## config.mk

```make
export PLATFORM = sky130hd
export DESIGN_NAME = sra_core
export DESIGN_NICKNAME = d
export VERILOG_FILES = /design/src/hw/sra_pkg.sv /design/src/hw/sra_core.sv
export SDC_FILE = /design/constraint.sdc
export NUM_CORES = 1
export LEC_CHECK = 0
export ABC_AREA = 1
export ABC_CLOCK_PERIOD_IN_PS = 5020
export BUFFER_PORTS_ARGS = -buffer_cell sky130_fd_sc_hd__buf_2
export CAP_MARGIN = 0
export CORE_AREA = 4 4 147 149
export DETAILED_ROUTE_END_ITERATION = 12
export DIE_AREA = 0 0 151 153
export PLACE_DENSITY = 0.69
export SLEW_MARGIN = 5
export SYNTH_ARGS = -nofsm -noshare
export SYNTH_HDL_FRONTEND = slang
export SYNTH_SLANG_ARGS = --single-unit
```

## constraint.sdc

```tcl
create_clock -name clk -period 5.02 [get_ports clk]
set_input_delay 0 -clock clk [delete_from_list [all_inputs] [get_ports clk]]
set_output_delay 0 -clock clk [all_outputs]
set_load 0.05 [all_outputs]
```

## src/hw/sra_pkg.sv

```systemverilog
// Constants shared by the sensor relay and analog output assignment block.
// Function
// - Index relay selection 0 to 38, 0 disables.
// - Multi-position heads need a nonzero index relay.
// - Index relay contact is always normally open.
// - Dual head toggles relay on each request.
// - Six-position head: close, open, close, open, one second each; the code returns to idle after the second close.
// - Rotary head: one one-second closure per request.
// - Rotary head has six positions, no direct select.
// - Shutter relay selection 0 to 38, 0 none.
// - Shutter true in delay, coating, manual, sampling.
// - Shutter false after coating, stop or hold.
// - Shutter polarity 0 normally open, 1 closed.
// - Z source select; auto refused when unqualified.
// - Auto Z value refreshed once per second.
// - Auto Z failure freezes value until replacement.
// - Recorder output selection 0 to 6.
// - Recorder function codes 0-4, 6-9 only.
// - Output cannot be recorder and source both.
// - Output cannot serve two source channels.
// - Recorder conflict flag, non-fatal, cleared by stop.
// - Conflict priority: aggregates first, primary before secondary.
// - Layer start without source output forces stop.
// - Recorder inactive unless material is active.
// - Head types 1, 2, 6, 7; single hides index relay.
package sra_pkg;

	// Register byte offsets.
	localparam logic [7:0] A_HEAD  = 8'h00;
	localparam logic [7:0] A_IDX   = 8'h04;
	localparam logic [7:0] A_SHUT  = 8'h08;
	localparam logic [7:0] A_ZCTL  = 8'h0C;
	localparam logic [7:0] A_SNZ   = 8'h10;
	localparam logic [7:0] A_REC   = 8'h14;
	localparam logic [7:0] A_STAT  = 8'h18;
	localparam logic [7:0] A_ERR   = 8'h1C;
	localparam logic [7:0] A_SRC   = 8'h20;

	// Field positions.
	localparam int SHUT_POL_BIT = 8;
	localparam int REC_FUNC_LSB = 8;
	localparam int STAT_REJ_BIT = 0;
	localparam int STAT_NSD_BIT = 1;

	// Head type codes.
	localparam logic [2:0] HT_SINGLE = 3'h1;
	localparam logic [2:0] HT_DUAL   = 3'h2;
	localparam logic [2:0] HT_SIX    = 3'h6;
	localparam logic [2:0] HT_ROTARY = 3'h7;

	// Reset values.
	localparam logic [2:0] RST_HEAD = HT_SINGLE;
	localparam logic       RST_ZSEL = 1'b1;

	// Limits.
	localparam logic [5:0] RELAY_MAX   = 6'h26;
	localparam logic [3:0] DAC_MAX     = 4'h6;
	localparam logic [3:0] FUNC_BAD    = 4'h5;
	localparam logic [3:0] FUNC_MAX    = 4'h9;
	localparam logic [2:0] ROT_POS_MAX = 3'h5;
	localparam int         NUM_RELAYS  = 38;

	// Layer state codes presented on the layer state input.
	localparam logic [2:0] LS_IDLE          = 3'h0;
	localparam logic [2:0] LS_CTRL_DELAY    = 3'h1;
	localparam logic [2:0] LS_SHUT_DELAY    = 3'h2;
	localparam logic [2:0] LS_COATING_STATE = 3'h3;
	localparam logic [2:0] LS_MANUAL        = 3'h4;

	// Reject reason codes.
	localparam logic [2:0] ER_NONE   = 3'h0;
	localparam logic [2:0] ER_RANGE  = 3'h1;
	localparam logic [2:0] ER_IDXREQ = 3'h2;
	localparam logic [2:0] ER_SETSRC = 3'h3;
	localparam logic [2:0] ER_SETREC = 3'h4;
	localparam logic [2:0] ER_NOAUTO = 3'h5;
	localparam logic [2:0] ER_FUNC   = 3'h6;
	localparam logic [2:0] ER_BUSY   = 3'h7;

	// Timing.
	localparam longint CLK_HZ      = 250000000;
	localparam longint PHASE_S     = 1;
	localparam int     SEC_CYCLES  = int'(PHASE_S * CLK_HZ);

endpackage : sra_pkg

```

## src/hw/sra_core.sv

```systemverilog
// Sensor index relay, shutter relay, Z source and recorder output assignment.
//
// Chosen here: the strobed register port and the placing of the registers.
`timescale 1ns/1ps
module sra_core
#(
	parameter int NSRC       = 2,
	parameter int SEC_CYCLES = sra_pkg::SEC_CYCLES
)
(
	// Clock and reset.
	input  wire logic                    clk,
	input  wire logic                    nrst,
	// Register port.
	input  wire logic [7:0]              addr,
	input  wire logic [31:0]             wdata,
	input  wire logic                    wrEn,
	input  wire logic                    rdEn,
	output logic      [31:0]             rdata,
	// Layer and process events.
	input  wire logic                    switchReq,
	input  wire logic [2:0]              layerState,
	input  wire logic                    rateSample,
	input  wire logic                    rateHold,
	input  wire logic                    stopCmd,
	input  wire logic                    layerStart,
	input  wire logic [$clog2(NSRC)-1:0] layerSrc,
	// Auto Z calculation.
	input  wire logic                    zUnqualified,
	input  wire logic [15:0]             zCalcValue,
	input  wire logic                    zCalcFail,
	input  wire logic                    crystalReplaced,
	// Recorder contenders on this sensor's analog output.
	input  wire logic                    materialActive,
	input  wire logic                    recWanted,
	input  wire logic                    snsPrimary,
	input  wire logic                    priAggOn,
	input  wire logic                    secAggOn,
	input  wire logic                    otherSnsOn,
	input  wire logic                    otherSnsPrimary,
	// Outputs.
	output logic      [37:0]             relayOut,
	output logic      [3:0]              recDac,
	output logic      [3:0]              recFunc,
	output logic                         recActive,
	output logic      [1:0]              recOwner,
	output logic                         recConflict,
	output logic                         stopReq
);

	typedef enum {SQ_IDLE, SQ_ON1, SQ_OFF1, SQ_ON2} sra_seq_t;

	function automatic logic f_multi(input logic [2:0] t);
		f_multi = (t == sra_pkg::HT_DUAL) || (t == sra_pkg::HT_SIX) || (t == sra_pkg::HT_ROTARY);
	endfunction : f_multi

	function automatic logic f_hit(input logic [5:0] sel, input int i);
		f_hit = (sel != 6'h00) && (sel == 6'(i + 1));
	endfunction : f_hit

	////////////////////////////////////////////////////////////////////////////////
	// Configuration registers and write checks.

	logic [2:0]            headType;
	logic [5:0]            idxSel;
	logic [5:0]            shutSel;
	logic                  shutNc;
	logic                  zSel;
	logic [NSRC-1:0][3:0]  srcDac;
	logic [2:0]            errCode;
	logic                  rejSticky;
	logic                  noSrcSticky;
	logic [2:0]            next_headType;
	logic [5:0]            next_idxSel;
	logic [5:0]            next_shutSel;
	logic                  next_shutNc;
	logic                  next_zSel;
	logic [NSRC-1:0][3:0]  next_srcDac;
	logic [2:0]            next_errCode;
	logic                  next_rejSticky;
	logic                  next_noSrcSticky;
	logic [3:0]            next_recDac;
	logic [3:0]            next_recFunc;
	logic                  headAccepted;
	logic                  busy;
	logic                  noSrc;

	always_comb
	begin
		logic [2:0] rej;
		rej = sra_pkg::ER_NONE;
		headAccepted = 1'b0;
		next_headType = headType;
		next_idxSel = idxSel;
		next_shutSel = shutSel;
		next_shutNc = shutNc;
		next_zSel = zSel;
		next_srcDac = srcDac;
		next_recDac = recDac;
		next_recFunc = recFunc;
		next_errCode = errCode;
		next_rejSticky = rejSticky;
		next_noSrcSticky = noSrcSticky;
		if (wrEn)
		begin
			case (addr)
				sra_pkg::A_HEAD:
				begin
					if (!(f_multi(wdata[2:0]) || wdata[2:0] == sra_pkg::HT_SINGLE))
						rej = sra_pkg::ER_RANGE;
					else if (f_multi(wdata[2:0]) && idxSel == 6'h00)
						rej = sra_pkg::ER_IDXREQ;
					else if (busy)
						rej = sra_pkg::ER_BUSY;
					else
					begin
						next_headType = wdata[2:0];
						headAccepted = 1'b1;
					end
				end
				sra_pkg::A_IDX:
				begin
					if (wdata[7:0] > 8'(sra_pkg::RELAY_MAX))
						rej = sra_pkg::ER_RANGE;
					else if (wdata[5:0] == 6'h00 && f_multi(headType))
						rej = sra_pkg::ER_IDXREQ;
					else
						next_idxSel = wdata[5:0];
				end
				sra_pkg::A_SHUT:
				begin
					if (wdata[7:0] > 8'(sra_pkg::RELAY_MAX))
						rej = sra_pkg::ER_RANGE;
					else
					begin
						next_shutSel = wdata[5:0];
						next_shutNc = wdata[sra_pkg::SHUT_POL_BIT];
					end
				end
				sra_pkg::A_ZCTL:
				begin
					if (!wdata[0] && zUnqualified)
						rej = sra_pkg::ER_NOAUTO;
					else
						next_zSel = wdata[0];
				end
				sra_pkg::A_REC:
				begin
					if (wdata[7:0] > 8'(sra_pkg::DAC_MAX))
						rej = sra_pkg::ER_RANGE;
					else if (wdata[11:8] == sra_pkg::FUNC_BAD || wdata[11:8] > sra_pkg::FUNC_MAX)
						rej = sra_pkg::ER_FUNC;
					else
					begin
						for (int i = 0; i < NSRC; i++)
							if (wdata[3:0] != 4'h0 && srcDac[i] == wdata[3:0])
								rej = sra_pkg::ER_SETSRC;
						if (rej == sra_pkg::ER_NONE)
						begin
							next_recDac = wdata[3:0];
							next_recFunc = wdata[11:8];
						end
					end
				end
				sra_pkg::A_STAT:
				begin
					if (wdata[sra_pkg::STAT_REJ_BIT])
						next_rejSticky = 1'b0;
					if (wdata[sra_pkg::STAT_NSD_BIT])
						next_noSrcSticky = 1'b0;
				end
				default:
				begin
					for (int i = 0; i < NSRC; i++)
					begin
						if (addr == sra_pkg::A_SRC + 8'(4 * i))
						begin
							if (wdata[7:0] > 8'(sra_pkg::DAC_MAX))
								rej = sra_pkg::ER_RANGE;
							else if (wdata[3:0] != 4'h0 && wdata[3:0] == recDac)
								rej = sra_pkg::ER_SETREC;
							else
							begin
								for (int j = 0; j < NSRC; j++)
									if (j != i && wdata[3:0] != 4'h0 && srcDac[j] == wdata[3:0])
										rej = sra_pkg::ER_SETSRC;
								if (rej == sra_pkg::ER_NONE)
									next_srcDac[i] = wdata[3:0];
							end
						end
					end
				end
			endcase
		end
		// A new event is raised after the clear so that it is never lost.
		if (rej != sra_pkg::ER_NONE)
		begin
			next_errCode = rej;
			next_rejSticky = 1'b1;
		end
		if (noSrc)
			next_noSrcSticky = 1'b1;
	end

	assign noSrc = layerStart && srcDac[layerSrc] == 4'h0;

	always_ff @(posedge clk or negedge nrst)
	begin
		if (!nrst)
		begin
			headType <= sra_pkg::RST_HEAD;
			idxSel <= '0;
			shutSel <= '0;
			shutNc <= 1'b0;
			zSel <= sra_pkg::RST_ZSEL;
			srcDac <= '0;
			recDac <= '0;
			recFunc <= '0;
			errCode <= sra_pkg::ER_NONE;
			rejSticky <= 1'b0;
			noSrcSticky <= 1'b0;
		end
		else
		begin
			headType <= next_headType;
			idxSel <= next_idxSel;
			shutSel <= next_shutSel;
			shutNc <= next_shutNc;
			zSel <= next_zSel;
			srcDac <= next_srcDac;
			recDac <= next_recDac;
			recFunc <= next_recFunc;
			errCode <= next_errCode;
			rejSticky <= next_rejSticky;
			noSrcSticky <= next_noSrcSticky;
		end
	end

	////////////////////////////////////////////////////////////////////////////////
	// Index relay pulse sequencer and Z value tracking.

	sra_seq_t    seq;
	sra_seq_t    next_seq;
	logic [31:0] phaseCnt;
	logic [31:0] next_phaseCnt;
	logic        dualClosed;
	logic        next_dualClosed;
	logic [2:0]  position;
	logic [2:0]  next_position;
	logic [31:0] secCnt;
	logic [31:0] next_secCnt;
	logic [15:0] sensorZ;
	logic [15:0] next_sensorZ;
	logic        zFrozen;
	logic        next_zFrozen;
	logic        phaseEnd;

	assign busy = seq != SQ_IDLE;
	assign phaseEnd = phaseCnt == 32'(SEC_CYCLES - 1);

	always_comb
	begin
		next_seq = seq;
		next_phaseCnt = phaseCnt;
		next_dualClosed = dualClosed;
		next_position = position;
		if (busy)
			next_phaseCnt = phaseEnd ? 32'h0000_0000 : phaseCnt + 32'h0000_0001;
		// Position advances count whole crystal steps; the rotary head wraps at six.
		case (seq)
			SQ_IDLE:
			begin
				// Requests arriving while a sequence runs are dropped, not queued.
				if (switchReq && idxSel != 6'h00)
				begin
					if (headType == sra_pkg::HT_DUAL)
						next_dualClosed = !dualClosed;
					else if (headType == sra_pkg::HT_SIX || headType == sra_pkg::HT_ROTARY)
						next_seq = SQ_ON1;
				end
			end
			SQ_ON1:
			begin
				if (phaseEnd)
				begin
					if (headType == sra_pkg::HT_SIX)
						next_seq = SQ_OFF1;
					else
					begin
						next_seq = SQ_IDLE;
						next_position = (position == sra_pkg::ROT_POS_MAX) ? 3'h0 : position + 3'h1;
					end
				end
			end
			SQ_OFF1:
				if (phaseEnd)
					next_seq = SQ_ON2;
			SQ_ON2:
			begin
				if (phaseEnd)
				begin
					next_seq = SQ_IDLE;
					next_position = (position == sra_pkg::ROT_POS_MAX) ? 3'h0 : position + 3'h1;
				end
			end
			default:
				next_seq = SQ_IDLE;
		endcase
		if (headAccepted)
		begin
			next_dualClosed = 1'b0;
			next_position = 3'h0;
		end
	end

	always_comb
	begin
		next_secCnt = (secCnt == 32'(SEC_CYCLES - 1)) ? 32'h0000_0000 : secCnt + 32'h0000_0001;
		next_sensorZ = sensorZ;
		next_zFrozen = zFrozen;
		if (crystalReplaced)
			next_zFrozen = 1'b0;
		if (zCalcFail)
			next_zFrozen = 1'b1;
		if (secCnt == 32'(SEC_CYCLES - 1) && !zSel && !zFrozen && !zCalcFail)
			next_sensorZ = zCalcValue;
	end

	always_ff @(posedge clk or negedge nrst)
	begin
		if (!nrst)
		begin
			seq <= SQ_IDLE;
			phaseCnt <= '0;
			dualClosed <= 1'b0;
			position <= '0;
			secCnt <= '0;
			sensorZ <= '0;
			zFrozen <= 1'b0;
		end
		else
		begin
			seq <= next_seq;
			phaseCnt <= next_phaseCnt;
			dualClosed <= next_dualClosed;
			position <= next_position;
			secCnt <= next_secCnt;
			sensorZ <= next_sensorZ;
			zFrozen <= next_zFrozen;
		end
	end

	////////////////////////////////////////////////////////////////////////////////
	// Relay, recorder and read data outputs.

	logic        stopLatch;
	logic        next_stopLatch;
	logic        shutCond;
	logic        shutContact;
	logic        idxClosed;
	logic [37:0] next_relayOut;
	logic        next_recActive;
	logic [1:0]  next_recOwner;
	logic        next_recConflict;
	logic        next_stopReq;
	logic [31:0] next_rdata;
	logic        ownOn;
	logic [2:0]  contenders;

	always_comb
	begin
		next_stopLatch = stopLatch;
		if (layerStart)
			next_stopLatch = 1'b0;
		if (stopCmd || noSrc)
			next_stopLatch = 1'b1;
	end

	// Leaving the coating state drops the condition on its own.
	assign shutCond = !stopLatch && !stopCmd && !rateHold
		&& (layerState == sra_pkg::LS_CTRL_DELAY || layerState == sra_pkg::LS_SHUT_DELAY
		|| layerState == sra_pkg::LS_COATING_STATE || layerState == sra_pkg::LS_MANUAL
		|| rateSample);
	assign shutContact = shutNc ? !shutCond : shutCond;
	assign idxClosed = headType != sra_pkg::HT_SINGLE
		&& (seq == SQ_ON1 || seq == SQ_ON2 || (headType == sra_pkg::HT_DUAL && dualClosed));
	assign ownOn = materialActive && recWanted && recDac != 4'h0;
	assign contenders = 3'(priAggOn) + 3'(secAggOn) + 3'(ownOn) + 3'(otherSnsOn);

	generate
		for (genvar i = 0; i < sra_pkg::NUM_RELAYS; i++)
		begin : g_relay
			assign next_relayOut[i] = (f_hit(idxSel, i) && idxClosed)
				|| (f_hit(shutSel, i) && shutContact);
		end
	endgenerate

	always_comb
	begin
		// Lower code wins; own sensor wins a tie between two sensors of one layer.
		next_recActive = 1'b0;
		next_recOwner = 2'h0;
		if (priAggOn)
			next_recOwner = 2'h0;
		else if (secAggOn)
			next_recOwner = 2'h1;
		else if (ownOn && snsPrimary)
		begin
			next_recOwner = 2'h2;
			next_recActive = 1'b1;
		end
		else if (otherSnsOn && otherSnsPrimary)
			next_recOwner = 2'h2;
		else if (ownOn)
		begin
			next_recOwner = 2'h3;
			next_recActive = 1'b1;
		end
		else
			next_recOwner = 2'h3;
		next_recConflict = contenders > 3'h1 && !stopLatch && !stopCmd;
		next_stopReq = noSrc;
		next_rdata = 32'h0000_0000;
		if (rdEn)
		begin
			case (addr)
				sra_pkg::A_HEAD: next_rdata = {29'h0, headType};
				sra_pkg::A_IDX:  next_rdata = {26'h0, idxSel};
				sra_pkg::A_SHUT: next_rdata = {23'h0, shutNc, 2'h0, shutSel};
				sra_pkg::A_ZCTL: next_rdata = {31'h0, zSel};
				sra_pkg::A_SNZ:  next_rdata = {16'h0, sensorZ};
				sra_pkg::A_REC:  next_rdata = {20'h0, recFunc, 4'h0, recDac};
				sra_pkg::A_STAT: next_rdata = {21'h0, position, 1'b0, zFrozen, recConflict,
					dualClosed, busy, 1'b0, noSrcSticky, rejSticky};
				sra_pkg::A_ERR:  next_rdata = {29'h0, errCode};
				default:
				begin
					for (int i = 0; i < NSRC; i++)
						if (addr == sra_pkg::A_SRC + 8'(4 * i))
							next_rdata = {28'h0, srcDac[i]};
				end
			endcase
		end
	end

	always_ff @(posedge clk or negedge nrst)
	begin
		if (!nrst)
		begin
			stopLatch <= 1'b0;
			relayOut <= '0;
			recActive <= 1'b0;
			recOwner <= '0;
			recConflict <= 1'b0;
			stopReq <= 1'b0;
			rdata <= '0;
		end
		else
		begin
			stopLatch <= next_stopLatch;
			relayOut <= next_relayOut;
			recActive <= next_recActive;
			recOwner <= next_recOwner;
			recConflict <= next_recConflict;
			stopReq <= next_stopReq;
			rdata <= next_rdata;
		end
	end

endmodule : sra_core

```

Word-level counts from Yosys, hierarchy flattened
Cells that the tools add are included.
{ "totals": {"out_inout_bits": 83, "register_bits": 231, "elab_cells": 526} }
{ "classes": {"n_bitwise": 9, "n_mux": 88, "n_reduce_logical": 274, "n_addsub": 6, "n_lt_le_gt_ge": 5, "eq_ne": 118} }
{ "op_table": {"columns": ["cell", "count"], "rows": [
  ["two-way mux 32 bit", 10],
  ["case mux 32 bit (8 select lines)", 1],
  ["equality test 6 x 5 -> 1 bit, second input constant", 32],
  ["logical AND 1 bit", 174],
  ["case mux 32 bit (4 select lines)", 1],
  ["two-way mux 3 bit", 34],
  ["equality test 32 x 2 -> 1 bit, second input constant", 3],
  ["equality test 6 x 4 -> 1 bit, second input constant", 16],
  ["equality test 6 bit, second input constant", 14],
  ["adder 32 x 1 -> 32 bit, second input constant", 2],
  ["equality test 32 x 28 -> 1 bit, second input constant", 2],
  ["logical OR 1 bit", 52],
  ["equality test 6 x 3 -> 1 bit, second input constant", 8],
  ["equality test 32 x 1 -> 1 bit, second input constant", 1],
  ["equality test 32 x 3 -> 1 bit, second input constant", 1],
  ["equality test 8 x 5 -> 1 bit, second input constant", 4],
  ["logical NOT 32 bit", 1],
  ["nonzero test 32 bit", 1],
  ["two-way mux 1 bit", 30],
  ["equality test 6 x 2 -> 1 bit, second input constant", 4],
  ["nonzero test 2 bit", 11],
  ["equality test 3 bit, second input constant", 6],
  ["case mux 3 bit (6 select lines)", 1],
  ["AND reduction 6 bit", 3],
  ["36 further kinds", 88]
]} }

Logic depth before layout (Yosys ltp)
Gate-level depths: netlist of run 1.
{ "depth": {"ltp_word": 25, "ltp_mapped": 15} }

Least setup slack after synthesis of run 1
OpenSTA, ideal clock, no wires.
{ "synth_path": {"path_type": "register to register", "start": "register recDac[3]", "end": "register recConflict", "period_less_slack_ns": 1.901, "stages_incl_launch_ff": 8, "arrival_time_ns": 1.788, "n_path_buf": 0, "setup_slack_ns": 3.119, "setup_ns": 0.113, "path_cell_list": "dfrtp_1 -> inv_1 -> a41oi_1 -> fa_1 -> a21oi_1 -> nor2_1 -> nand2_1 -> inv_1"} }
{ "synth_between": {"elab_chain_len": 7} }
{ "synth_rtl": {"columns": ["item", "line_no", "text"], "rows": [
  ["start: declaration", "sra_core.sv:43", "output logic [3:0] recDac,"],
  ["start signal: assignment", "sra_core.sv:231", "recDac <= next_recDac;"],
  ["nonzero test 4 bit", "sra_core.sv:387", "assign ownOn = materialActive && recWanted && recDac != 4'h0;"],
  ["logical AND 1 bit", "sra_core.sv:387", null],
  ["adder 2 x 1 -> 3 bit", "sra_core.sv:388", "assign contenders = 3'(priAggOn) + 3'(secAggOn) + 3'(ownOn) + 3'(otherSnsOn);"],
  ["adder 3 x 1 -> 3 bit", "sra_core.sv:388", null],
  ["> comparator 3 x 1 -> 1 bit", "sra_core.sv:421", "next_recConflict = contenders > 3'h1 && !stopLatch && !stopCmd;"],
  ["logical AND 1 bit (2 in series)", "sra_core.sv:421", null],
  ["named net next_recConflict", "sra_core.sv:364", "logic next_recConflict;"],
  ["end signal: assignment", "sra_core.sv:464", "recConflict <= next_recConflict;"],
  ["end: declaration", "sra_core.sv:47", "output logic recConflict,"]
]} }
The timed path passes the listed nets, and every way through them passes these cells.
A chain may end at the register's enable or synchronous reset.

Final worst setup path of run 1
{ "layout_path": {"start": "register secCnt[14]", "end": "register sensorZ[10]"} }
{ "layout_between": {"elab_chain_len": 4} }
{ "layout_rtl": {"columns": ["item", "line_no", "text"], "rows": [
  ["start: declaration", "sra_core.sv:250", "logic [31:0] secCnt;"],
  ["start signal: assignment", "sra_core.sv:347", "secCnt <= next_secCnt;"],
  ["equality test 32 x 28 -> 1 bit", "sra_core.sv:325", "if (secCnt == 32'(SEC_CYCLES - 1) && !zSel && !zFrozen && !zCalcFail)"],
  ["logical AND 1 bit (3 in series)", "sra_core.sv:325", null],
  ["end signal: assignment", "sra_core.sv:348", "sensorZ <= next_sensorZ;"],
  ["end: declaration", "sra_core.sv:252", "logic [15:0] sensorZ;"]
]} }
Every way passes these cells.

==> results of run 1 <==
## registers in the layout (all words and copies together) (netlist names), 2 cells and up
register  flops
recDac        4
srcDac        8
relayOut     38
recOwner      2
rdata        16
phaseCnt     32
secCnt       32
shutSel       6
sensorZ      16
headType      3
seq           2
position      3
errCode       3
idxSel        6
recFunc       4
## final timing paths
check                                 from            to  slack, ns
worst min-delay path             zCalcFail    sensorZ[4]       0.01
worst min register to register   secCnt[0]     secCnt[0]       0.46
worst max register to register  secCnt[14]   sensorZ[10]       2.51
max in group asynchronous             nrst  phaseCnt[16]       3.64
min in group asynchronous             nrst   relayOut[0]       0.23
worst max-delay path            secCnt[14]   sensorZ[10]       2.51
## power by group through the flow
stage,clock network [mW],logic (mW),registers (mW)
after detailed placement,0,0.179,1.54
after global routing,1.49,0.226,1.51
after floorplan,0,0.0967,1.55
after global placement,0,0.177,1.54
after CTS,1.42,0.203,1.51
final,1.40,0.203,1.51
## tightest hold or removal path, cell delays in order
cell     delay, ns
buf_2         0.09
nor3_2        0.14
nand3_1       0.12
nand2_1       0.05
## kinds of logic after synthesis
family,after synthesis,share of synthesized area
compound gates,176,0.109
xor+xnor,28,0.0256
other cells,1,0.000391
fa+ha+maj,4,0.00600
flops,185,0.483
buf+inv,205,0.0886
simple gates,596,0.287
## layout make-up
class / count / area [sq um] / area share
Timing Repair Buffer: 175 / 1130 / 0.0981
Sequential cell: 185 / 4630 / 0.402
Tap cell: 270 / 338 / 0.0293
Multi-Input combinational cell: 820 / 4170 / 0.362
Clock inverter: 15 / 189 / 0.0164
Clock buffer: 17 / 425 / 0.0369
Inverter: 171 / 642 / 0.0557
## cell usage in the layout, fill, tap and decap left out, types with 7 or more instances in the layout
master	instances
nand4_1	23
nor3_1	30
xor2_1	25
a21oi_1	34
nand2_1	290
nor2_1	115
nor3_2	7
nand2_2	7
inv_1	151
buf_2	124
o21ai_0	45
inv_2	19
dlygate4sd3_1	48
nand3_1	75
clkbuf_16	17
nor4_1	12
o22ai_1	51
nand3_2	11
o21ai_1	11
dfrtp_1	183
conb_1	16
## layer usage
layer | up-vias | wire length, um | track usage
met2 | 321 | 11600 | 0.349
met5 | - | 0 | 0
met1 | 4073 | 11700 | 0.329
met3 | 32 | 1760 | 0.0459
li1 | 4249 | - | -
met4 | 0 | 416 | 0.0622
## per-stage QoR
| stage | utilization | instances | power (mW) |
|---|---|---|---|
| 2_1_floorplan | - | 1210 | 1.65 |
| 3_3_place_gp | 0.517 | 1573 | 1.72 |
| 3_5_place_dp | 0.517 | 1573 | 1.72 |
| 4_1_cts | 0.571 | 1653 | 3.14 |
| 5_1_grt | 0.571 | 1653 | 3.23 |
| 6_report | 0.571 | 1653 | 3.11 |
==> reports/qor.yml, run 1 <==
logic_synthesis:
  yosysTopAreaCell: "dfrtp_1"
  ys_warn_count: 0
  synthTopCellsByCount: "290 x nand2_1, 183 x dfrtp_1, 151 x inv_1, 115 x nor2_1, 75 x nand3_1"
  synth-async-reset-ratio: 1.00
  synth_area_leaders: "dfrtp_1 48%, nand2_1 11%, inv_1 5.9%"
  syn_avg_cell_area_sq_um: 8.02
  synth_edf_count: 0
  synthFlopType: "dfrtp_1"
  synthCells: 1195
  ys_ff_latch: 185
  yosysMostFrequentCell: "nand2_1"
  yosysSeqAreaShare: 0.483
  syn_area_sq_um: 9590
  synth_top_cell_area_share: 0.478
  ys_types: 53
pwr:
  peakVddDrop_mv: 0.210
  cellPowerDensity_nw_per_um2: 270
  power_frac_clock: 0.449
  switchingPower_mw: 0.792
  p_comb_frac: 0.065
  pwr-share-seq: 0.486
  leakagePower_nw: 5.68
  internal_power_mw: 2.32
  switching_share: 0.254
setup_path:
  critPathTopFamily: "buffers and inverters"
  cpPeakStageDelay_ns: 0.61
  path_cells: "inv_1 > nand2_1 > nor3_1 > nand3b_1 > nor4_1 > nand2_1 > inv_2 > nand3_1 > dlygate4sd3_1 > nand2_1"
  end_kind: "register"
  cp.arrival_ns: 2.88
  critPathBufInv: 3
  reg2reg_depth: 10
  start_kind: "register"
  path_max_fanout: 21
  crit_top_cell: "nand2_1"
  cp.depth: 10
  worstSetupPathType: "reg2reg"
  required_ns: 5.39
  slowest_stage: "dlygate4sd3_1"
place:
  postPlaceCellArea_sq_um: 10400
  dp_hpwl_um: 18300
  gp_congestion: 0.949
  place_ws_ns: 2.74
  io_buffers: 125
timing:
  finalClockSkew_ns: 0.0107
  hold_viol: 0
  fin_crit_sh: 0.499
  slew_violations: 0
  worst_slew_pin_slew_ns: 1.09
  fin_hold_ws_ns: 0.0108
  setup_viol_count_final: 0
  fin_ws_ns: 2.51
  max-slew-margin-rel: 0.270
  fmax_ghz: 0.399
  fin_crit_ns: 2.51
  final.setup.tns_ns: 0
  rsz0062_at_grt: "no"
global_route:
  antenna_found_initial: 0
  grt_pass1_wl_um: 42400
  grt_usage: 0.227
  grt-ovfl-total: 0
  first_global_vias: 8496
  grt_max_degree: 104
clocking:
  cts_resized: 0
  clock_path_buffers: 2
  cts-buffers-inserted: 17
  post-cts-setup-buffers: 0
  clockRootBuffer: "clkbuf_16"
  worstSkewPairLatency_ns: 0.43
  ctsHoldBuffers: 48
  cts_tree: "built"
  cts.sinks: 185
  cts_max_level: 4
  path_clk_slew_ns: 0.07
floorplan:
  dieHeight_um: 153
  rows: 52
  start_util: 0.475
  design.die.area_sq_um: 23100
  fp.dieW_um: 151
  core_sq_um: 20200
  ios: 162
drt:
  drt-initial-drc-count: 728
  via_per_inst: 5.25
  ant_nets: 0
  wirelength_um: 25500
  first_pass_iters: 6
  drc_errors: 0
  wl_per_cell_um: 15.4
  num_vias: 8675
layout:
  syn_to_final_growth_pct: 20.2
  nets: 1453
  drive_above_1_share: 0.163
  postLayoutCellArea_sq_um: 11500
  fillers: 1870
  n_antenna_cell: 0
run_status:
  outcome: "finished, final reports clean"
run:
  maxCapViolations: 0
hold_path:
  min_delay_path_depth: 4
  min_path_type: "in2reg"
Note: power is estimated with default switching activity, not from simulation.
==> run 2: changes to the inputs <==
--- a/config.mk
+++ b/config.mk
@@ -5,13 +5,13 @@
 export SDC_FILE = /design/constraint.sdc
 export NUM_CORES = 1
 export LEC_CHECK = 0
-export ABC_AREA = 1
-export ABC_CLOCK_PERIOD_IN_PS = 5020
+export ABC_AREA = 0
+export ABC_CLOCK_PERIOD_IN_PS = 2600
 export BUFFER_PORTS_ARGS = -buffer_cell sky130_fd_sc_hd__buf_2
 export CAP_MARGIN = 0
-export CORE_AREA = 4 4 147 149
+export CORE_AREA = 4 4 142 144
 export DETAILED_ROUTE_END_ITERATION = 12
-export DIE_AREA = 0 0 151 153
+export DIE_AREA = 0 0 146 148
 export PLACE_DENSITY = 0.69
 export SLEW_MARGIN = 5
 export SYNTH_ARGS = -nofsm -noshare
==> constraint.sdc (replaced) <==
create_clock -name clk -period 2.6 [get_ports clk]
set_input_delay 0 -clock clk [delete_from_list [all_inputs] [get_ports clk]]
set_output_delay 0 -clock clk [all_outputs]
set_load 0.05 [all_outputs]
==> run 2 against run 1 <==
Cell count shrank 23%; first-iteration DRC count shrank 11%; synthesized area shrank 7.1%; largest cell class unchanged; largest power group unchanged; highest routed layer unchanged.
==> reports/qor.yml, run 2 <==
layout:
  fillers: 1570  # was 1,870
  multi_input_area_sq_um: 3960  # was 4170 sq um
  top_register: "relayOut"  # unchanged
  drive_above_1_share: 0.240  # was 0.163
  n_antenna_cell: 0  # unchanged
  seqCellArea_sq_um: 4630  # unchanged
  largest_register_ffs: 38  # unchanged
  nets: 1119  # was 1,453
  mostFrequentLayoutCells: "183 x dfrtp_1, 124 x buf_2, 85 x nand2_1, 73 x nor2_1, 50 x nand3_1"  # was 290 x nand2_1, 183 x dfrtp_1, 151 x inv_1, 124 x buf_2, 115 x nor2_1
  syn_to_final_growth_pct: 21.7  # was 20.2%
  final_common_cell: "dfrtp_1"  # was nand2_1
  fin_cells: 1281  # was 1,653
  top_regs: "relayOut (38), phaseCnt (32), secCnt (32)"  # unchanged
logic_synthesis:
  synth_edf_count: 0  # unchanged
  synth_area_leaders: "dfrtp_1 51%, mux2_2 5.3%, xnor2_1 4.4%"  # was dfrtp_1 48%, nand2_1 11%, inv_1 5.9%
  synth_top_cell_area_share: 0.514  # was 0.478
  ys_warn_count: 0  # unchanged
  yosysSeqAreaShare: 0.520  # was 0.483
  yosysTopAreaCell: "dfrtp_1"  # unchanged
  synthTopCellsByCount: "183 x dfrtp_1, 85 x nand2_1, 73 x nor2_1, 50 x nand3_1, 45 x xnor2_1"  # was 290 x nand2_1, 183 x dfrtp_1, 151 x inv_1, 115 x nor2_1, 75 x nand3_1
  synthCells: 857  # was 1,195
  syn_avg_cell_area_sq_um: 10.4  # was 8.02 sq um
  syn_area_sq_um: 8910  # was 9590 sq um
  synthFlopType: "dfrtp_1"  # unchanged
  ys_ff_latch: 185  # unchanged
  ys_types: 71  # was 53
  synth-async-reset-ratio: 1.00  # unchanged
  yosysMostFrequentCell: "dfrtp_1"  # was nand2_1
floorplan:
  core_sq_um: 18700  # was 20,200 sq um
  fp.dieW_um: 146  # was 151 um
  ios: 162  # unchanged
  start_util: 0.476  # was 0.475
  rows: 50  # was 52
  design.die.area_sq_um: 21600  # was 23,100 sq um
  dieHeight_um: 148  # was 153 um
setup_path:
  rrSetupSlack_ns: 0.15  # was 2.51 ns
  start_kind: "register"  # unchanged
  required_ns: 2.91  # was 5.39 ns
  crit_top_cell: "or4_4"  # was nand2_1
  worstSetupPathType: "reg2reg"  # unchanged
  cp.arrival_ns: 2.76  # was 2.88 ns
  path_max_fanout: 2  # was 21
  cpPeakStageDelay_ns: 0.53  # was 0.61 ns
  end_kind: "register"  # unchanged
  slowest_stage: "or4b_1"  # was dlygate4sd3_1
  path_cells: "or4b_1 > or4_4 > or4_4 > and4bb_2 > mux2i_1 > nor2_1"  # was inv_1 > nand2_1 > nor3_1 > nand3b_1 > nor4_1 > nand2_1 > inv_2 > nand3_1 > dlygate4sd3_1 > nand2_1
place:
  gp_congestion: 0.912  # was 0.949
  dp_hpwl_um: 16500  # was 18,300 um
  dpl.cell_count: 1213  # was 1,573
  io_buffers: 125  # unchanged
clocking:
  worstSkewPairLatency_ns: 0.43  # about the same
  clock_path_buffers: 2  # unchanged
  cts-buffers-inserted: 17  # unchanged
  cts.sinks: 185  # unchanged
  cts_tree: "built"  # unchanged
  path_clk_slew_ns: 0.06  # was 0.07 ns
  cts_max_level: 4  # unchanged
  clockRootBuffer: "clkbuf_16"  # unchanged
  post-cts-setup-buffers: 0  # unchanged
global_route:
  use_met3: 0.0368  # was 0.0459
  grt_usage: 0.213  # was 0.227
  first_global_vias: 7179  # was 8,496
  antenna_found_initial: 0  # unchanged
  grt_max_degree: 76  # was 104
  grt_pass1_wl_um: 37200  # was 42,400 um
  met2_usage: 0.348  # was 0.349
  grt-ovfl-total: 0  # unchanged
  met1_usage: 0.289  # was 0.329
  grt_busiest_layer: "met2"  # unchanged
pwr:
  peakVddDrop_mv: 0.403  # was 0.210 mV
  leakagePower_nw: 5.09  # was 5.68 nW
  power.total_mw: 5.80  # was 3.11 mW
  cellPowerDensity_nw_per_um2: 535  # was 270 nW/um^2
drt:
  via_per_inst: 5.69  # was 5.25
  first_pass_iters: 7  # was 6
  wl_per_cell_um: 17.9  # was 15.4 um
  num_vias: 7283  # was 8,675
  ant_nets: 0  # unchanged
  drt-initial-drc-count: 646  # was 728
  wirelength_um: 23000  # was 25,500 um
  drc_errors: 0  # unchanged
timing:
  worst_slew_pin_slew_ns: 0.829  # was 1.09 ns
  fmax_ghz: 0.409  # was 0.399 GHz
  fin_crit_ns: 2.45  # was 2.51 ns
  finalClockSkew_ns: 0.00926  # was 0.0107 ns
  rsz0062_at_grt: "no"  # unchanged
  max-slew-margin-rel: 0.442  # was 0.270
  fin_crit_sh: 0.941  # was 0.499
  setup_viol_count_final: 0  # unchanged
  fin_hold_ws_ns: 0.0222  # was 0.0108 ns
  slew_violations: 0  # unchanged
  hold_viol: 0  # unchanged
  final.setup.tns_ns: 0  # unchanged
run_status:
  outcome: "finished, final reports clean"  # unchanged
hold_path:
  min_path_type: "in2reg"  # unchanged
run:
  maxCapViolations: 0  # unchanged
-- run 2: cell count changes in the layout (fill, tap and decap cells not counted), moves of 18 or more --
cell	previous run	this run
inv_2	19	0
and3_1	2	23
nand3_1	75	50
a21oi_1	34	16
nand2_1	290	85
inv_1	151	16
o21ai_0	45	18
buf_4	2	37
nor2_1	115	73
xnor2_1	3	45
mux2_2	0	42
-- run 2: layout make-up --
class,instances,share of cell area
multi-input cells,614,0.365
repair buffers,202,0.123
well taps,234,0.0270
flip-flops and latches,185,0.427
clock buffers,23,0.0432
clock inverters,7,0.00877
inverters,16,0.00554
-- run 2: per-layer routing --
layer / wire (um) / up-vias / share of wire
met5: 0 / - / 0
met4: 426 / 0 / 0.019
met3: 1470 / 36 / 0.064
met2: 11100 / 284 / 0.48
met1: 9940 / 3548 / 0.43
li1: - / 3415 / -
-- run 2: what timing repair did --
action,in CTS,in global routing
hold buffers,38,0
hold endpoints to repair,118,0
resized for setup,0,3
endpoints found under the setup margin,0,19
-- run 2: cell families (layout without fill, tap and decap cells) --
kind of cell,Yosys count,in the layout,share of synthesized area
simple gates,343,343,0.199
other cells,1,16,0.000421
fa+ha+maj,4,4,0.00646
flops,185,185,0.520
compound gates,134,134,0.104
xor+xnor,72,72,0.0708
buf+inv,73,248,0.0424
mux,45,45,0.0565
-- run 2: worst paths after layout --
| check | start | endpoint | depth (start not counted) |
|---|---|---|---|
| setup / recovery | phaseCnt[29] | position[1] | 6 |
| hold / removal | switchReq | dualClosed | 5 |
| setup reg to reg | phaseCnt[29] | position[1] | 6 |
| hold reg to reg | stopLatch | recConflict | 1 |
| max in group asynchronous | nrst | zSel | 3 |
| min in group asynchronous | nrst | relayOut[32] | 2 |
-- run 2: through the flow --
step                      instance area [sq um]  worst slack [ns]  utilization
final                                     10800             0.155        0.579
after detailed placement                   9890            0.0231        0.529
after CTS                                 10800           0.00142        0.579
after global placement                     9890            0.0442        0.529
after floorplan                            8960            0.0339            -
after global routing                      10800            0.0244        0.579
-- run 2: where the power goes --
part	leakage [nW]	switching [mW]	internal, mW	total, mW
clock	0.273	1.05	1.46	2.51
combinational	2.32	0.242	0.128	0.370
sequential	2.49	0.0175	2.90	2.92
total	5.09	1.31	4.49	5.80
-- run 2: critical path, delay by kind of cell (launching register included) --
family	cells	cell delay (ns)
mux	1	0.19
flops	1	0.37
simple gates	5	1.77
==> run 3: changes to the inputs <==
--- a/config.mk
+++ b/config.mk
@@ -5,13 +5,13 @@
 export SDC_FILE = /design/constraint.sdc
 export NUM_CORES = 1
 export LEC_CHECK = 0
-export ABC_AREA = 0
+export ABC_AREA = 1
 export ABC_CLOCK_PERIOD_IN_PS = 2600
 export BUFFER_PORTS_ARGS = -buffer_cell sky130_fd_sc_hd__buf_2
 export CAP_MARGIN = 0
-export CORE_AREA = 4 4 142 144
+export CORE_AREA = 4 4 147 149
 export DETAILED_ROUTE_END_ITERATION = 12
-export DIE_AREA = 0 0 146 148
+export DIE_AREA = 0 0 151 153
 export PLACE_DENSITY = 0.69
 export SLEW_MARGIN = 5
 export SYNTH_ARGS = -nofsm -noshare
==> run 3 against run 2 <==
Flip-flop and latch count unchanged; clock skew hardly changed; register-to-register slack improved by 0.11 ns; critical path depth grew 2; maximum frequency up 4.9%; die area up 6.9%; global-route usage increased by 1.1 points; sequential power barely moved.
==> reports/qor.yml, run 3 (same netlist as run 1, synthesis figures left out) <==
drt:
  via_per_inst: 5.28  # was 5.69
  wirelength_um: 25500  # was 23,000 um
  drt-initial-drc-count: 683  # was 646
  drc_errors: 0  # unchanged
  wl_per_cell_um: 15.4  # was 17.9 um
  first_pass_iters: 8  # was 7
  ant_nets: 0  # unchanged
  num_vias: 8713  # was 7,283
clocking:
  clock_path_buffers: 2  # unchanged
  cts_tree: "built"  # unchanged
  worstSkewPairLatency_ns: 0.44  # was 0.43 ns
  clockRootBuffer: "clkbuf_16"  # unchanged
  cts.sinks: 185  # unchanged
  post-cts-setup-buffers: 0  # unchanged
  path_clk_slew_ns: 0.07  # was 0.06 ns
  cts_resized: 0  # unchanged
  cts_max_level: 4  # unchanged
  ctsHoldBuffers: 39  # was 38
  cts-buffers-inserted: 17  # unchanged
layout:
  final_common_cell: "nand2_1"  # was dfrtp_1
  largest_register_ffs: 38  # unchanged
  n_antenna_cell: 0  # unchanged
  drive_above_1_share: 0.168  # was 0.240
  syn_to_final_growth_pct: 19.8  # was 21.7%
  mostFrequentLayoutCells: "290 x nand2_1, 183 x dfrtp_1, 151 x inv_1, 124 x buf_2, 115 x nor2_1"  # was 183 x dfrtp_1, 124 x buf_2, 85 x nand2_1, 73 x nor2_1, 50 x nand3_1
  top_regs: "relayOut (38), phaseCnt (32), secCnt (32)"  # unchanged
  top_register: "relayOut"  # unchanged
  nets: 1451  # was 1,119
  postLayoutCellArea_sq_um: 11500  # was 10,800 sq um
setup_path:
  end_kind: "register"  # unchanged
  cp.arrival_ns: 2.66  # was 2.76 ns
  path_max_fanout: 4  # was 2
  worstSetupPathType: "reg2reg"  # unchanged
  required_ns: 2.93  # was 2.91 ns
  start_kind: "register"  # unchanged
global_route:
  grt_usage: 0.224  # was 0.213
  antenna_found_initial: 0  # unchanged
  first_global_vias: 8137  # was 7,179
  grt_max_degree: 72  # was 76
  grt-ovfl-total: 0  # unchanged
  grt_pass1_wl_um: 41600  # was 37,200 um
timing:
  setup_viol_count_final: 0  # unchanged
  rsz0062_at_grt: "no"  # unchanged
  max-slew-margin-rel: 0.569  # was 0.442
  fmax_ghz: 0.429  # was 0.409 GHz
  final.setup.tns_ns: 0  # unchanged
  slew_violations: 0  # unchanged
  finalClockSkew_ns: 0.00932  # was 0.00926 ns
  fin_crit_ns: 2.33  # was 2.45 ns
  hold_viol: 0  # unchanged
  worst_slew_pin_slew_ns: 0.639  # was 0.829 ns
  fin_crit_sh: 0.896  # was 0.941
hold_path:
  min_path_type: "in2reg"  # unchanged
place:
  postPlaceCellArea_sq_um: 10500  # was 9890 sq um
  dp_hpwl_um: 18700  # was 16,500 um
  io_buffers: 125  # unchanged
  gp_congestion: 0.918  # was 0.912
run_status:
  outcome: "finished, final reports clean"  # unchanged
pwr:
  internal_power_mw: 4.42  # was 4.49 mW
  switchingPower_mw: 1.53  # was 1.31 mW
  leakagePower_nw: 5.72  # was 5.09 nW
  peakVddDrop_mv: 0.472  # was 0.403 mV
  switching_share: 0.257  # was 0.226
  cellPowerDensity_nw_per_um2: 518  # was 535 nW/um^2
  p_comb_frac: 0.067  # was 0.064
  pwr-share-seq: 0.491  # was 0.504
  power_frac_clock: 0.442  # was 0.432
run:
  maxCapViolations: 0  # unchanged
floorplan:
  core_sq_um: 20200  # was 18,700 sq um
  dieHeight_um: 153  # was 148 um
  start_util: 0.475  # was 0.476
  ios: 162  # unchanged
  rows: 52  # was 50
  fp.dieW_um: 151  # was 146 um
  design.die.area_sq_um: 23100  # was 21,600 sq um
run 3: stage by stage:
step	setup slack (ns)	hold WS [ns]	total power [mW]	cells	utilization
detailed placement	0.528	0.0679	3.33	1580	0.521
CTS	0.293	0.00295	6.00	1651	0.569
floorplan	0.699	-0.296	3.18	1210	-
global route	0.135	0.0351	6.19	1651	0.569
finish	0.269	0.0149	5.95	1651	0.569
global placement	0.602	0.0632	3.32	1580	0.521
run 3: layout make-up:
class | instances | area, sq um
Clock inverter | 14 | 151
Inverter | 171 | 642
Fill cell | 1901 | 8680
Tap cell | 270 | 338
Clock buffer | 18 | 439
Multi-Input combinational cell | 820 | 4170
Timing Repair Buffer | 173 | 1120
Sequential cell | 185 | 4630
run 3: power by group through the flow:
stage	combinational (mW)	clock (mW)	sequential, mW
floorplan	0.187	0	2.99
global placement	0.350	0	2.98
detailed placement	0.354	0	2.98
CTS	0.401	2.68	2.92
global route	0.444	2.82	2.92
finish	0.402	2.63	2.92
run 3: routing by layer:
metal	vias to the layer above	part of all wire	track usage
met4	0	0.021	0.0652
met5	-	0	0
met3	41	0.082	0.0492
met1	4037	0.46	0.328
li1	4252	-	-
met2	383	0.44	0.334
run 3: final timing paths:
check                               end       from  slack, ns  cells after the start
setup / recovery            recConflict  recDac[2]       0.27                      8
hold / removal               dualClosed  switchReq       0.01                      5
setup reg to reg            recConflict  recDac[2]       0.27                      8
hold reg to reg               secCnt[0]  secCnt[0]       0.45                      1
max in group asynchronous          zSel       nrst       1.70                      3
min in group asynchronous  relayOut[35]       nrst       0.15                      2
run 3: critical path: stages (launching register included):
cell and delay (ns):
dfrtp_1 0.42, inv_1 0.10, a41oi_1 0.35, fa_1 0.48
a21oi_1 0.16, nor2_1 0.06, nand2_1 0.05, dlygate4sd3_1 0.54
inv_1 0.06
